$ cat config.mk
export PLATFORM = sky130hd
export DESIGN_NAME = acs_top
export DESIGN_NICKNAME = d
export VERILOG_FILES = /design/src/logic/acs_gain_lut.v /design/src/logic/acs_prescaler.v /design/src/logic/acs_top.v
export VERILOG_INCLUDE_DIRS = /design/src /design/src/logic
export SDC_FILE = /design/constraint.sdc
export NUM_CORES = 1
export LEC_CHECK = 0
export BUFFER_PORTS_ARGS = -buffer_cell sky130_fd_sc_hd__buf_4
export CAP_MARGIN = 20
export CORE_MARGIN = 2
export CORE_UTILIZATION = 53
export DETAILED_ROUTE_END_ITERATION = 8
export PLACE_DENSITY_LB_ADDON = 0.15
export SETUP_SLACK_MARGIN = 0.3
export SLEW_MARGIN = 20
export SYNTH_ARGS = -nofsm -noshare
export SYNTH_HDL_FRONTEND = slang
export SYNTH_SLANG_ARGS = --single-unit
$ cat constraint.sdc
create_clock -name clk -period 3.4 [get_ports clk]
set_input_delay 0 -clock clk [delete_from_list [all_inputs] [get_ports clk]]
set_output_delay 0 -clock clk [all_outputs]
set_load 0.01 [all_outputs]
$ cat src/logic/acs_regs.vh
// Register map, field positions, reset values and timing of the sequencer
// Behaviour
// - One read-only done flag per channel, bit 13 zero
// - Byte read of done flags: live, no latching
// - Per-channel result held left-justified in 16 bits
// - Word read of result clears its done flag
// - Low byte read latches high; high read clears
// - Fixed channel map, channel 13 unimplemented
// - Channel 15 reference, nominal 8 LSB, cancels offset
// - Programmable prescaler makes converter clock from bus clock
// - Nine cycles sampling, eighteen cycles converting
// - Counter steps 15,0..14, one cycle per channel
// - Four gap cycles; counting overlaps conversion
// - Control bit 7 enables sense amplifier on channel 9
// - Control bit 3 disables charge compensation
// - Charge compensation runs in step with conversion
// - Gain codes select 7,9,10,12,14,18,24,36
// - Word or high-byte channel-select write restarts; any select write clears done flags; zero stops
// - Prescaler codes divide by 10,8,6,4,2,1,1,1
// - Sequence flag set at end, cleared by status read
`ifndef ACS_REGS_VH
`define ACS_REGS_VH

`define ACS_OFF_SENSE 8'h3C
`define ACS_OFF_CFG 8'h80
`define ACS_OFF_STAT 8'h81
`define ACS_OFF_SEL 8'h82
`define ACS_OFF_DONE 8'h84
`define ACS_OFF_RES 8'h90
`define ACS_OFF_RES_END 8'hAF

`define ACS_SENSE_AMP_EN 7
`define ACS_SENSE_COMP_DIS 3
`define ACS_CFG_OFFSET_EN 5
`define ACS_CH_CURRENT 4'h9
`define ACS_CH_CAL 4'hF

`define ACS_SENSE_RST 8'h00
`define ACS_CFG_RST 8'h00
`define ACS_SEL_RST 16'h0000
`define ACS_DONE_RST 16'h0000
`define ACS_IMPL_MASK 16'hDFFF

`define ACS_T_SAMPLE 5'h09
`define ACS_T_CONV 5'h12
`define ACS_T_GAP 5'h04
`define ACS_CAL_NOMINAL 12'h008

`define ACS_DIV_000 4'hA
`define ACS_DIV_001 4'h8
`define ACS_DIV_010 4'h6
`define ACS_DIV_011 4'h4
`define ACS_DIV_100 4'h2
`define ACS_DIV_REST 4'h1

`define ACS_GAIN_000 6'h07
`define ACS_GAIN_001 6'h09
`define ACS_GAIN_010 6'h0A
`define ACS_GAIN_011 6'h0C
`define ACS_GAIN_100 6'h0E
`define ACS_GAIN_101 6'h12
`define ACS_GAIN_110 6'h18
`define ACS_GAIN_111 6'h24

`endif

$ cat src/logic/acs_gain_lut.v
// Typical sense amplifier gain for each gain code
`timescale 1ns/1ps
`include "acs_regs.vh"
module acs_gain_lut (
  input wire [2:0] code,
  output reg [5:0] gain
);
  // Code 111 taken as 36, the only value left to the default
  always @* begin
    case (code)
      3'h0: gain = `ACS_GAIN_000;
      3'h1: gain = `ACS_GAIN_001;
      3'h2: gain = `ACS_GAIN_010;
      3'h3: gain = `ACS_GAIN_011;
      3'h4: gain = `ACS_GAIN_100;
      3'h5: gain = `ACS_GAIN_101;
      3'h6: gain = `ACS_GAIN_110;
      default: gain = `ACS_GAIN_111;
    endcase
  end
endmodule // acs_gain_lut

$ cat src/logic/acs_prescaler.v
// Converter clock enable divider
`timescale 1ns/1ps
`include "acs_regs.vh"
module acs_prescaler (
  input wire clk,
  input wire rst_b,
  input wire [2:0] presc_code,
  input wire restart,
  output wire tick
);
  reg [3:0] div;
  reg [3:0] cnt_q;

  always @* begin
    case (presc_code)
      3'h0: div = `ACS_DIV_000;
      3'h1: div = `ACS_DIV_001;
      3'h2: div = `ACS_DIV_010;
      3'h3: div = `ACS_DIV_011;
      3'h4: div = `ACS_DIV_100;
      default: div = `ACS_DIV_REST;
    endcase
  end

  // Restart realigns the phase so every sequence starts on a full period
  always @(posedge clk or negedge rst_b) begin
    if (!rst_b) begin
      cnt_q <= 4'h0;
    end else if (restart || cnt_q == 4'h0) begin
      cnt_q <= div - 4'h1;
    end else begin
      cnt_q <= cnt_q - 4'h1;
    end
  end

  assign tick = (cnt_q == 4'h0) && !restart;
endmodule // acs_prescaler

$ cat src/logic/acs_top.v
// Converter sequencer, result registers and current sense control
`timescale 1ns/1ps
`include "acs_regs.vh"
module acs_top (
  input wire clk,
  input wire rst_b,
  input wire [7:0] bus_addr,
  input wire [15:0] bus_wdata,
  input wire bus_byte,
  input wire bus_wr,
  input wire bus_rd,
  output reg [15:0] bus_rdata,
  input wire [9:0] adc_data,
  output reg [3:0] mux_channel,
  output reg sample_en,
  output reg convert_en,
  output reg charge_comp_en,
  output reg sense_amp_enable,
  output reg [2:0] sense_gain_select,
  output reg [5:0] sense_gain_typ,
  output reg offset_comp_active
);
  localparam ST_IDLE = 3'h0;
  localparam ST_COUNT = 3'h1;
  localparam ST_SAMPLE = 3'h2;
  localparam ST_CONV = 3'h3;
  localparam ST_GAP = 3'h4;

  reg [7:0] sense_ctl_q;
  reg [7:0] cfg_q;
  reg [15:0] sel_q;
  reg [15:0] done_q;
  reg [15:0] done_d;
  reg seq_done_q;
  reg [2:0] st_q;
  reg [3:0] pos_q;
  reg [3:0] nxt_q;
  reg [4:0] cyc_q;
  reg [9:0] adc_s1_q;
  reg [9:0] adc_s2_q;
  reg [11:0] off_q;
  reg cal_vld_q;
  reg [15:0] res_q [0:15];
  reg [7:0] hi_latch_q;
  reg [3:0] latch_ch_q;
  reg latch_vld_q;
  integer i;
  integer j;

  wire tick;
  wire [5:0] gain_w;
  wire [7:0] wa = {bus_addr[7:1], 1'b0};
  wire res_hit = bus_addr >= `ACS_OFF_RES && bus_addr <= `ACS_OFF_RES_END;
  wire [7:0] res_off = bus_addr - `ACS_OFF_RES;
  wire [3:0] res_ch = res_off[4:1];
  wire hi_byte = bus_byte && !bus_addr[0];
  wire lo_byte = bus_byte && bus_addr[0];

  // Channel-select writes: word or high byte start, low byte stores and clears done flags without starting
  wire sel_wr = bus_wr && wa == `ACS_OFF_SEL;
  wire sel_start = sel_wr && !lo_byte;
  reg [15:0] sel_new;
  always @* begin
    sel_new = sel_q;
    if (!bus_byte)
      sel_new = bus_wdata;
    else if (bus_addr[0])
      sel_new[7:0] = bus_wdata[7:0];
    else
      sel_new[15:8] = bus_wdata[7:0];
    sel_new = sel_new & `ACS_IMPL_MASK;
  end

  acs_prescaler u_presc (
    .clk(clk),
    .rst_b(rst_b),
    .presc_code(cfg_q[2:0]),
    .restart(sel_start),
    .tick(tick)
  );

  acs_gain_lut u_gain (
    .code(sense_ctl_q[2:0]),
    .gain(gain_w)
  );

  // Position 0 is channel 15, position k is channel k-1
  wire [3:0] cur_ch = pos_q - 4'h1;
  wire offset_en = cfg_q[`ACS_CFG_OFFSET_EN];

  // Next selected channel after the current one, found during conversion
  reg [3:0] nxt_pos;
  reg nxt_found;
  reg [3:0] probe;
  always @* begin
    nxt_pos = 4'h0;
    nxt_found = 1'b0;
    probe = 4'h0;
    for (i = 15; i >= 1; i = i - 1) begin
      probe = i[3:0];
      if (probe > pos_q && sel_q[probe - 4'h1]) begin
        nxt_pos = probe;
        nxt_found = 1'b1;
      end
    end
  end

  // Offset cancel: raw minus (reference - nominal), clamped to 10 bits
  wire [11:0] raw_ext = {2'h0, adc_s2_q};
  wire [11:0] corr = raw_ext - off_q;
  reg [9:0] corr_sat;
  always @* begin
    if (corr[11])
      corr_sat = 10'h000;
    else if (corr[10])
      corr_sat = 10'h3FF;
    else
      corr_sat = corr[9:0];
  end
  wire use_off = offset_en && cal_vld_q && cur_ch != `ACS_CH_CAL;
  wire [9:0] result_val = use_off ? corr_sat : adc_s2_q;
  wire conv_end = tick && st_q == ST_CONV && cyc_q == `ACS_T_CONV - 5'h1;

  // Analog result is not on this clock; two stages before use
  always @(posedge clk or negedge rst_b) begin
    if (!rst_b) begin
      adc_s1_q <= 10'h000;
      adc_s2_q <= 10'h000;
    end else begin
      adc_s1_q <= adc_data;
      adc_s2_q <= adc_s1_q;
    end
  end

  // Sequencer
  always @(posedge clk or negedge rst_b) begin
    if (!rst_b) begin
      st_q <= ST_IDLE;
      pos_q <= 4'h0;
      nxt_q <= 4'h0;
      cyc_q <= 5'h00;
      off_q <= 12'h000;
      cal_vld_q <= 1'b0;
      for (j = 0; j < 16; j = j + 1)
        res_q[j] <= 16'h0000;
    end else if (sel_start) begin
      st_q <= (sel_new == 16'h0000) ? ST_IDLE : ST_COUNT;
      pos_q <= 4'h0;
      cyc_q <= 5'h00;
      cal_vld_q <= 1'b0;
    end else if (tick) begin
      case (st_q)
        ST_COUNT: begin
          if (sel_q[cur_ch]) begin
            st_q <= ST_SAMPLE;
            cyc_q <= 5'h00;
          end else if (pos_q == 4'hF) begin
            st_q <= ST_IDLE;
          end else begin
            pos_q <= pos_q + 4'h1;
          end
        end
        ST_SAMPLE: begin
          if (cyc_q == `ACS_T_SAMPLE - 5'h1) begin
            st_q <= ST_CONV;
            cyc_q <= 5'h00;
          end else begin
            cyc_q <= cyc_q + 5'h01;
          end
        end
        ST_CONV: begin
          if (cyc_q == `ACS_T_CONV - 5'h1) begin
            res_q[cur_ch] <= {result_val, 6'h00};
            if (cur_ch == `ACS_CH_CAL && offset_en) begin
              off_q <= raw_ext - `ACS_CAL_NOMINAL;
              cal_vld_q <= 1'b1;
            end
            cyc_q <= 5'h00;
            nxt_q <= nxt_pos;
            st_q <= nxt_found ? ST_GAP : ST_IDLE;
          end else begin
            cyc_q <= cyc_q + 5'h01;
          end
        end
        ST_GAP: begin
          if (cyc_q == `ACS_T_GAP - 5'h1) begin
            pos_q <= nxt_q;
            st_q <= ST_SAMPLE;
            cyc_q <= 5'h00;
          end else begin
            cyc_q <= cyc_q + 5'h01;
          end
        end
        default: st_q <= ST_IDLE;
      endcase
    end
  end

  // Done flags: a finishing conversion wins over a clearing read
  wire rd_res_clr = bus_rd && res_hit && !lo_byte;
  always @* begin
    done_d = done_q;
    if (sel_wr)
      done_d = `ACS_DONE_RST;
    else if (rd_res_clr)
      done_d[res_ch] = 1'b0;
    if (conv_end)
      done_d[cur_ch] = 1'b1;
    done_d = done_d & `ACS_IMPL_MASK;
  end

  wire stat_rd = bus_rd && ((bus_byte && bus_addr == `ACS_OFF_STAT) ||
    (!bus_byte && wa == `ACS_OFF_CFG));

  always @(posedge clk or negedge rst_b) begin
    if (!rst_b) begin
      done_q <= `ACS_DONE_RST;
      seq_done_q <= 1'b0;
    end else begin
      done_q <= done_d;
      if (conv_end && !nxt_found)
        seq_done_q <= 1'b1;
      else if (stat_rd || sel_start)
        seq_done_q <= 1'b0;
    end
  end

  // Control registers
  always @(posedge clk or negedge rst_b) begin
    if (!rst_b) begin
      sense_ctl_q <= `ACS_SENSE_RST;
      cfg_q <= `ACS_CFG_RST;
      sel_q <= `ACS_SEL_RST;
    end else if (bus_wr) begin
      if (wa == `ACS_OFF_SENSE)
        sense_ctl_q <= bus_wdata[7:0] & 8'h8F;
      if (wa == `ACS_OFF_CFG && !lo_byte)
        cfg_q <= bus_byte ? bus_wdata[7:0] : bus_wdata[15:8];
      if (sel_wr)
        sel_q <= sel_new;
    end
  end

  // High byte latch for byte-wise result reads
  always @(posedge clk or negedge rst_b) begin
    if (!rst_b) begin
      hi_latch_q <= 8'h00;
      latch_ch_q <= 4'h0;
      latch_vld_q <= 1'b0;
    end else if (bus_rd && res_hit && bus_byte) begin
      if (bus_addr[0]) begin
        hi_latch_q <= res_q[res_ch][15:8];
        latch_ch_q <= res_ch;
        latch_vld_q <= 1'b1;
      end else begin
        latch_vld_q <= 1'b0;
      end
    end
  end

  // Read data, one cycle after the strobe, zero when unmapped
  reg [15:0] word_val;
  reg [7:0] status_val;
  always @* begin
    status_val = {seq_done_q, 3'h0, cur_ch};
    word_val = 16'h0000;
    if (res_hit)
      word_val = res_q[res_ch];
    else
      case (wa)
        `ACS_OFF_SENSE: word_val = {8'h00, sense_ctl_q};
        `ACS_OFF_CFG: word_val = {cfg_q, status_val};
        `ACS_OFF_SEL: word_val = sel_q;
        `ACS_OFF_DONE: word_val = done_q;
        default: word_val = 16'h0000;
      endcase
    if (hi_byte && res_hit && latch_vld_q && latch_ch_q == res_ch)
      word_val[15:8] = hi_latch_q;
  end

  always @(posedge clk or negedge rst_b) begin
    if (!rst_b) begin
      bus_rdata <= 16'h0000;
    end else if (bus_rd) begin
      if (!bus_byte)
        bus_rdata <= word_val;
      else if (wa == `ACS_OFF_SENSE)
        bus_rdata <= bus_addr[0] ? 16'h0000 : {8'h00, sense_ctl_q};
      else
        bus_rdata <= {8'h00, bus_addr[0] ? word_val[7:0] : word_val[15:8]};
    end else begin
      bus_rdata <= 16'h0000;
    end
  end

  // Analog side controls
  always @(posedge clk or negedge rst_b) begin
    if (!rst_b) begin
      mux_channel <= 4'hF;
      sample_en <= 1'b0;
      convert_en <= 1'b0;
      charge_comp_en <= 1'b0;
      sense_amp_enable <= 1'b0;
      sense_gain_select <= 3'h0;
      sense_gain_typ <= `ACS_GAIN_000;
      offset_comp_active <= 1'b0;
    end else begin
      mux_channel <= cur_ch;
      sample_en <= st_q == ST_SAMPLE;
      convert_en <= st_q == ST_CONV;
      sense_amp_enable <= sense_ctl_q[`ACS_SENSE_AMP_EN];
      // Only while the sense channel is being sampled or converted
      charge_comp_en <= !sense_ctl_q[`ACS_SENSE_COMP_DIS] &&
        sense_ctl_q[`ACS_SENSE_AMP_EN] &&
        cur_ch == `ACS_CH_CURRENT &&
        (st_q == ST_SAMPLE || st_q == ST_CONV);
      sense_gain_select <= sense_ctl_q[2:0];
      sense_gain_typ <= gain_w;
      offset_comp_active <= use_off;
    end
  end
endmodule // acs_top

=== Yosys cells after proc, flatten, opt, wreduce, memory -nomap -nowiden ===
Index checks and enable logic that the tools add are counted.

* Add/sub/neg operators: 8
* $lt $le $gt $ge: 23
* Equality and inequality tests: 34
* Mux-type cells: 92
* Bitwise operators: 6
* Reduce and logical (&&, ||, !) cells: 73

{| class="wikitable"
|+ Operators with widths
! kind !! number
|-
| bitwise mux 256 bit || 1
|-
| 2-to-1 mux 16 bit || 10
|-
| 2-to-1 mux 4 bit || 20
|-
| binary-select mux 16 bit (select 4 bit) || 1
|-
| demux 16 bit (select 4 bit) || 1
|-
| case mux 16 bit (4 select lines) || 1
|-
| 2-to-1 mux 8 bit || 7
|-
| logical AND 1 bit || 42
|-
| case mux 6 bit (7 select lines) || 1
|-
| 2-to-1 mux 10 bit || 3
|-
| 2-to-1 mux 5 bit || 6
|-
| > comparator 4 bit, first input constant || 7
|-
| 2-to-1 mux 1 bit || 26
|-
| 2-to-1 mux 3 bit || 8
|-
| == test 7 bit, second input constant || 3
|-
| case mux 4 bit (5 select lines) || 1
|-
| case mux 5 bit (4 select lines) || 1
|-
| == test 3 x 2 -> 1 bit, second input constant || 6
|-
| inequality test 3 bit, second input constant || 6
|-
| AND 16 bit || 1
|-
| > comparator 3 x 4 -> 1 bit, first input constant || 4
|-
| logical NOT 16 bit || 1
|-
| NOT 16 bit || 1
|-
| bitwise OR 16 bit || 1
|-
| 41 further kinds || 77
|}

* Flip-flop bits (word level): 400
* Bits of input ports: 39
* Output and inout bits: 34
* Logic and storage cells: 278

=== Depth between registers and ports, before layout ===
* Depth after elaboration: 21
* Mapped depth: 12
* Gate-level depth less buffers: 10

=== By module ===
From an unflattened synthesis, not the netlist that was laid out.

* Cells, all modules: 1471
* Area, all modules: 14929.3 µm²

{| class="wikitable"
|+ Modules (own cells, without submodules)
! module !! times used !! cells each !! area each (µm²) !! sequential area each (µm²)
|-
| acs_top || 1 || 1433 || 14580.2 || 7490.9
|-
| acs_prescaler || 1 || 22 || 234.0 || 100.1
|-
| acs_gain_lut || 1 || 16 || 115.1 || 0.0
|}

=== Worst setup path after synthesis ===
No wires, ideal clock.

* Path kind: flip-flop to flip-flop
* From: register pos_q[0]
* To: register pos_q[3]
* Library setup time: 0.138 ns
* Arrival: 2.827 ns
* Setup slack: 0.435 ns
* Cell stages (with the launch flop): 10
* Period minus slack after synthesis: 2.965 ns
* Cells stage by stage: dfrtp_1 > buf_6 > inv_1 > ha_1 > clkbuf_1 > mux4_2 > mux4_2 > or4_4 > a221oi_1 > a211oi_1

{| class="wikitable"
|+ RTL lines
! item !! RTL line !! source
|-
| from (decl) || acs_top.v:36 || <nowiki>reg [3:0] pos_q;</nowiki>
|-
| from (signal assigned) || acs_top.v:160 || <nowiki>pos_q <= pos_q + 4'h1;</nowiki>
|-
| from (signal assigned) || acs_top.v:187 || <nowiki>pos_q <= nxt_q;</nowiki>
|-
| subtractor 4 x 1 -> 4 bit || acs_top.v:88 || <nowiki>wire [3:0] cur_ch = pos_q - 4'h1;</nowiki>
|-
| via cur_ch[0] || acs_top.v:88 ||
|-
| binary-select mux 1 bit (select 4 bit) || acs_top.v:154 || <nowiki>if (sel_q[cur_ch]) begin</nowiki>
|-
| 2-to-1 mux 1 bit (not written as such) || acs_top.v:154 ||
|-
| inequality test 3 bit (no line) || - ||
|-
| AND reduction 5 bit (no line) || - ||
|}

The timed path passes the listed nets, and every way through them passes these cells. The select of a mux whose other input is x is not followed.
A chain may end at the register's enable or synchronous reset.

=== Worst setup path after layout ===
* From: register pos_q[1]
* To: register pos_q[3]

* Cells in the longest elaborated chain, start to end: 6

{| class="wikitable"
|+ Ends and longest elaborated chain
! item
|-
| parallel branches: the longest is 6 deep, another holds subtractor 4 x 1 -> 4 bit
|}

Parallel ways; which one is timed is not known. The select of a mux whose other input is x is not followed.

==> reports/qor.yml <==
synth_commonest_cells: "dfrtp_1 (296), nand2_1 (277), o21ai_0 (204)"
skew_ns: 0.01528
post-route-drc-count: 0
wl_um: 38570
async_flop_share_pct: 100.0
clkLatencyLatePin_ns: 0.51
powerDensity_nw_per_um2: 505.5
dpl.hpwl_um: 25460
finalSetupViolCount: 0
path_clk_slew_ns: 0.06
grt_overflow: 0
via_count: 11640
dr.pass1.iters: 5
synth_top_area_share_pct: 50.08
die_area_um2: 29260
crit_type: "register to register"
coreArea_um2: 27630
drtAntennaViolNets: 0
status: "finished clean"
cts_buffers: 34
synth_fp_nets: 1529
fp-row-count: 61
endpoint_kind: "register"
ys_types: 71
yosys_warnings: 0
worstSetupStartpointType: "register"
place_congestion: 0.9373
synthFlopType: "dfrtp_1"
rsz0062_at_grt: "no"
hold_viol_final: 0
drtIter0Drc: 884
final_util_pct: 62.33
grt_usage_pct: 27.33
layout.nets: 1626
layout_setup_ws_ns: 0.5104
clock-root-buffer: "clkbuf_16"
multi_input_comb_area_um2: 6669
place_ws_ns: 0.3780
maxCapViolations: 0
yosysMostFrequentCell: "dfrtp_1"
ir_drop_mv: 0.3446
clock_sinks: 303
clock_path_buffers: 3
antenna_found_initial: 0
fillers: 2290
seqCellArea_um2: 7595
cts_tree: "built"
yosysTopAreaCell: "dfrtp_1"
leakagePower_uw: 0.007783
via_per_inst: 5.943
htree_num_levels: 2
n_antenna_cell: 0
cp.arrival_ns: 3.27
drive_above_1_share_pct: 16.70
grt_max_degree: 103
syn_to_final_growth_pct: 16.42
slew_headroom_pct: 44.46
die_h_um: 171.1
yosysSeqAreaShare_pct: 51.32
synthTopCellsByArea: "dfrtp_1 (50%), mux4_2 (8.1%), nand2_1 (7.0%), o21ai_0 (6.9%), a21oi_1 (2.9%)"
port_buffers: 72
hold_path.class: "primary input to register"
avgRoutedWirePerCell_um: 19.69
fmax_ghz: 0.3461
cp_max_fo: 9
finalCritPeriodShare_pct: 84.99
ioPinCount: 73
period_needed_ns: 2.890
first_global_vias: 11380
cp.required_ns: 3.78
syn_avg_cell_area_um2: 10.11
syn_inst: 1463
die_w_um: 171.1
synth_seq_cells: 303
initial_core_util_pct: 53.54
synth_edf_count: 0
grt_pass1_wl_um: 62240
slew_violations: 0
synth_area_um2: 14790
finalSetupTns_ns: 0
tightestPinTransition_ns: 0.8330
==> cell type report <==
class / count / share of cell area [%]
inverter: 36 / 0.7847
clock inverter: 4 / 0.1381
clock buffer: 53 / 5.769
tap: 378 / 2.746
sequential: 303 / 44.10
multi-input combinational: 1025 / 38.73
timing repair buffer: 160 / 7.731
==> cell usage in the layout (no fill, tap or decap), drive strengths merged, types with 6 or more instances in the layout <==
cell	instances
nand2b	17
mux4	53
buf	126
a22oi	12
xor2	6
a21oi	87
a31oi	20
nor3	16
clkbuf	53
mux2	22
and2	7
dlygate4sd3	34
nor2	58
o311ai	11
o21a	8
o31ai	14
mux2i	24
nand3	32
inv	36
a211oi	7
dfrtp	296
nand4	10
and3	10
nand2	278
nor4	7
o21ai	207
dfstp	7
nor2b	7
xnor2	9
ha	26
o211ai	10
o22ai	9
==> through the flow <==
stage | power [µW] | instances | hold slack [ns] | area (µm²)
2_1_floorplan | 4808 | 1463 | -0.2956 | 14790
3_3_place_gp | 5314 | 1867 | 0.1066 | 15850
3_5_place_dp | 5328 | 1867 | 0.1106 | 15850
4_1_cts | 8768 | 1958 | 0.001979 | 17210
5_1_grt | 9094 | 1959 | 0.01979 | 17220
6_report | 8705 | 1959 | 0.004815 | 17220
==> worst paths after layout <==
kind                              from  slack (ns)                end  cells after the start
min in group asynchronous        rst_b        0.12  sense_gain_typ[5]                      2
hold / removal                  bus_wr       0.005     sense_ctl_q[0]                      3
hold reg to reg            adc_s1_q[1]        0.35        adc_s2_q[1]                      0
setup reg to reg              pos_q[1]        0.51           pos_q[3]                      7
setup / recovery              pos_q[1]        0.51           pos_q[3]                      7
max in group asynchronous        rst_b        2.29     mux_channel[3]                      3
==> repair_timing <==
| action | 4_1_cts | 5_1_grt |
|---|---|---|
| hold buffers | 34 | 0 |
| setup endpoints to repair | 0 | 16 |
| endpoints found under the hold margin | 152 | 0 |
| resized for setup | 0 | 4 |
| setup buffers | 0 | 1 |
==> critical path: stages (launching register included) <==
cell and delay [ns]:
dfrtp_2 0.46, inv_1 0.13, ha_2 0.43, mux4_2 0.32
mux4_2 0.53, or4_4 0.56, a221oi_1 0.24, a211oi_1 0.09
==> registers in the layout (all words and copies together) (netlist names), 3 cells and up <==
register / count
off_q: 11
sense_ctl_q: 5
res_q: 160
u_presc.cnt_q: 4
st_q: 3
hi_latch_q: 8
sel_q: 15
bus_rdata: 16
done_q: 15
mux_channel: 4
latch_ch_q: 4
sense_gain_typ: 6
cyc_q: 5
adc_s2_q: 10
sense_gain_select: 3
nxt_q: 4
adc_s1_q: 10
pos_q: 4
cfg_q: 8
==> kinds of logic (layout without fill, tap and decap cells) <==
group | Yosys count | count (layout) | share of synthesized area [%]
compound gates | 425 | 425 | 16.97
xor+xnor | 15 | 15 | 0.8882
fa+ha+maj | 27 | 27 | 2.335
buf+inv | 135 | 253 | 3.612
flops | 303 | 303 | 51.32
mux | 99 | 99 | 11.37
simple gates | 459 | 459 | 13.51
==> routing by layer <==
layer / track usage, % / routed length, µm
met1: 38.12 / 16990
met2: 43.20 / 17870
met3: 4.187 / 2184
met4: 11.05 / 1525
met5: 0 / 0
==> power breakdown <==
group | switching [µW] | internal (µW) | total, µW
Sequential | 176 | 3790 | 3970
Clock | 1400 | 2000 | 3400
Combinational | 818 | 522 | 1340
Note: power is estimated with default switching activity, not from simulation.
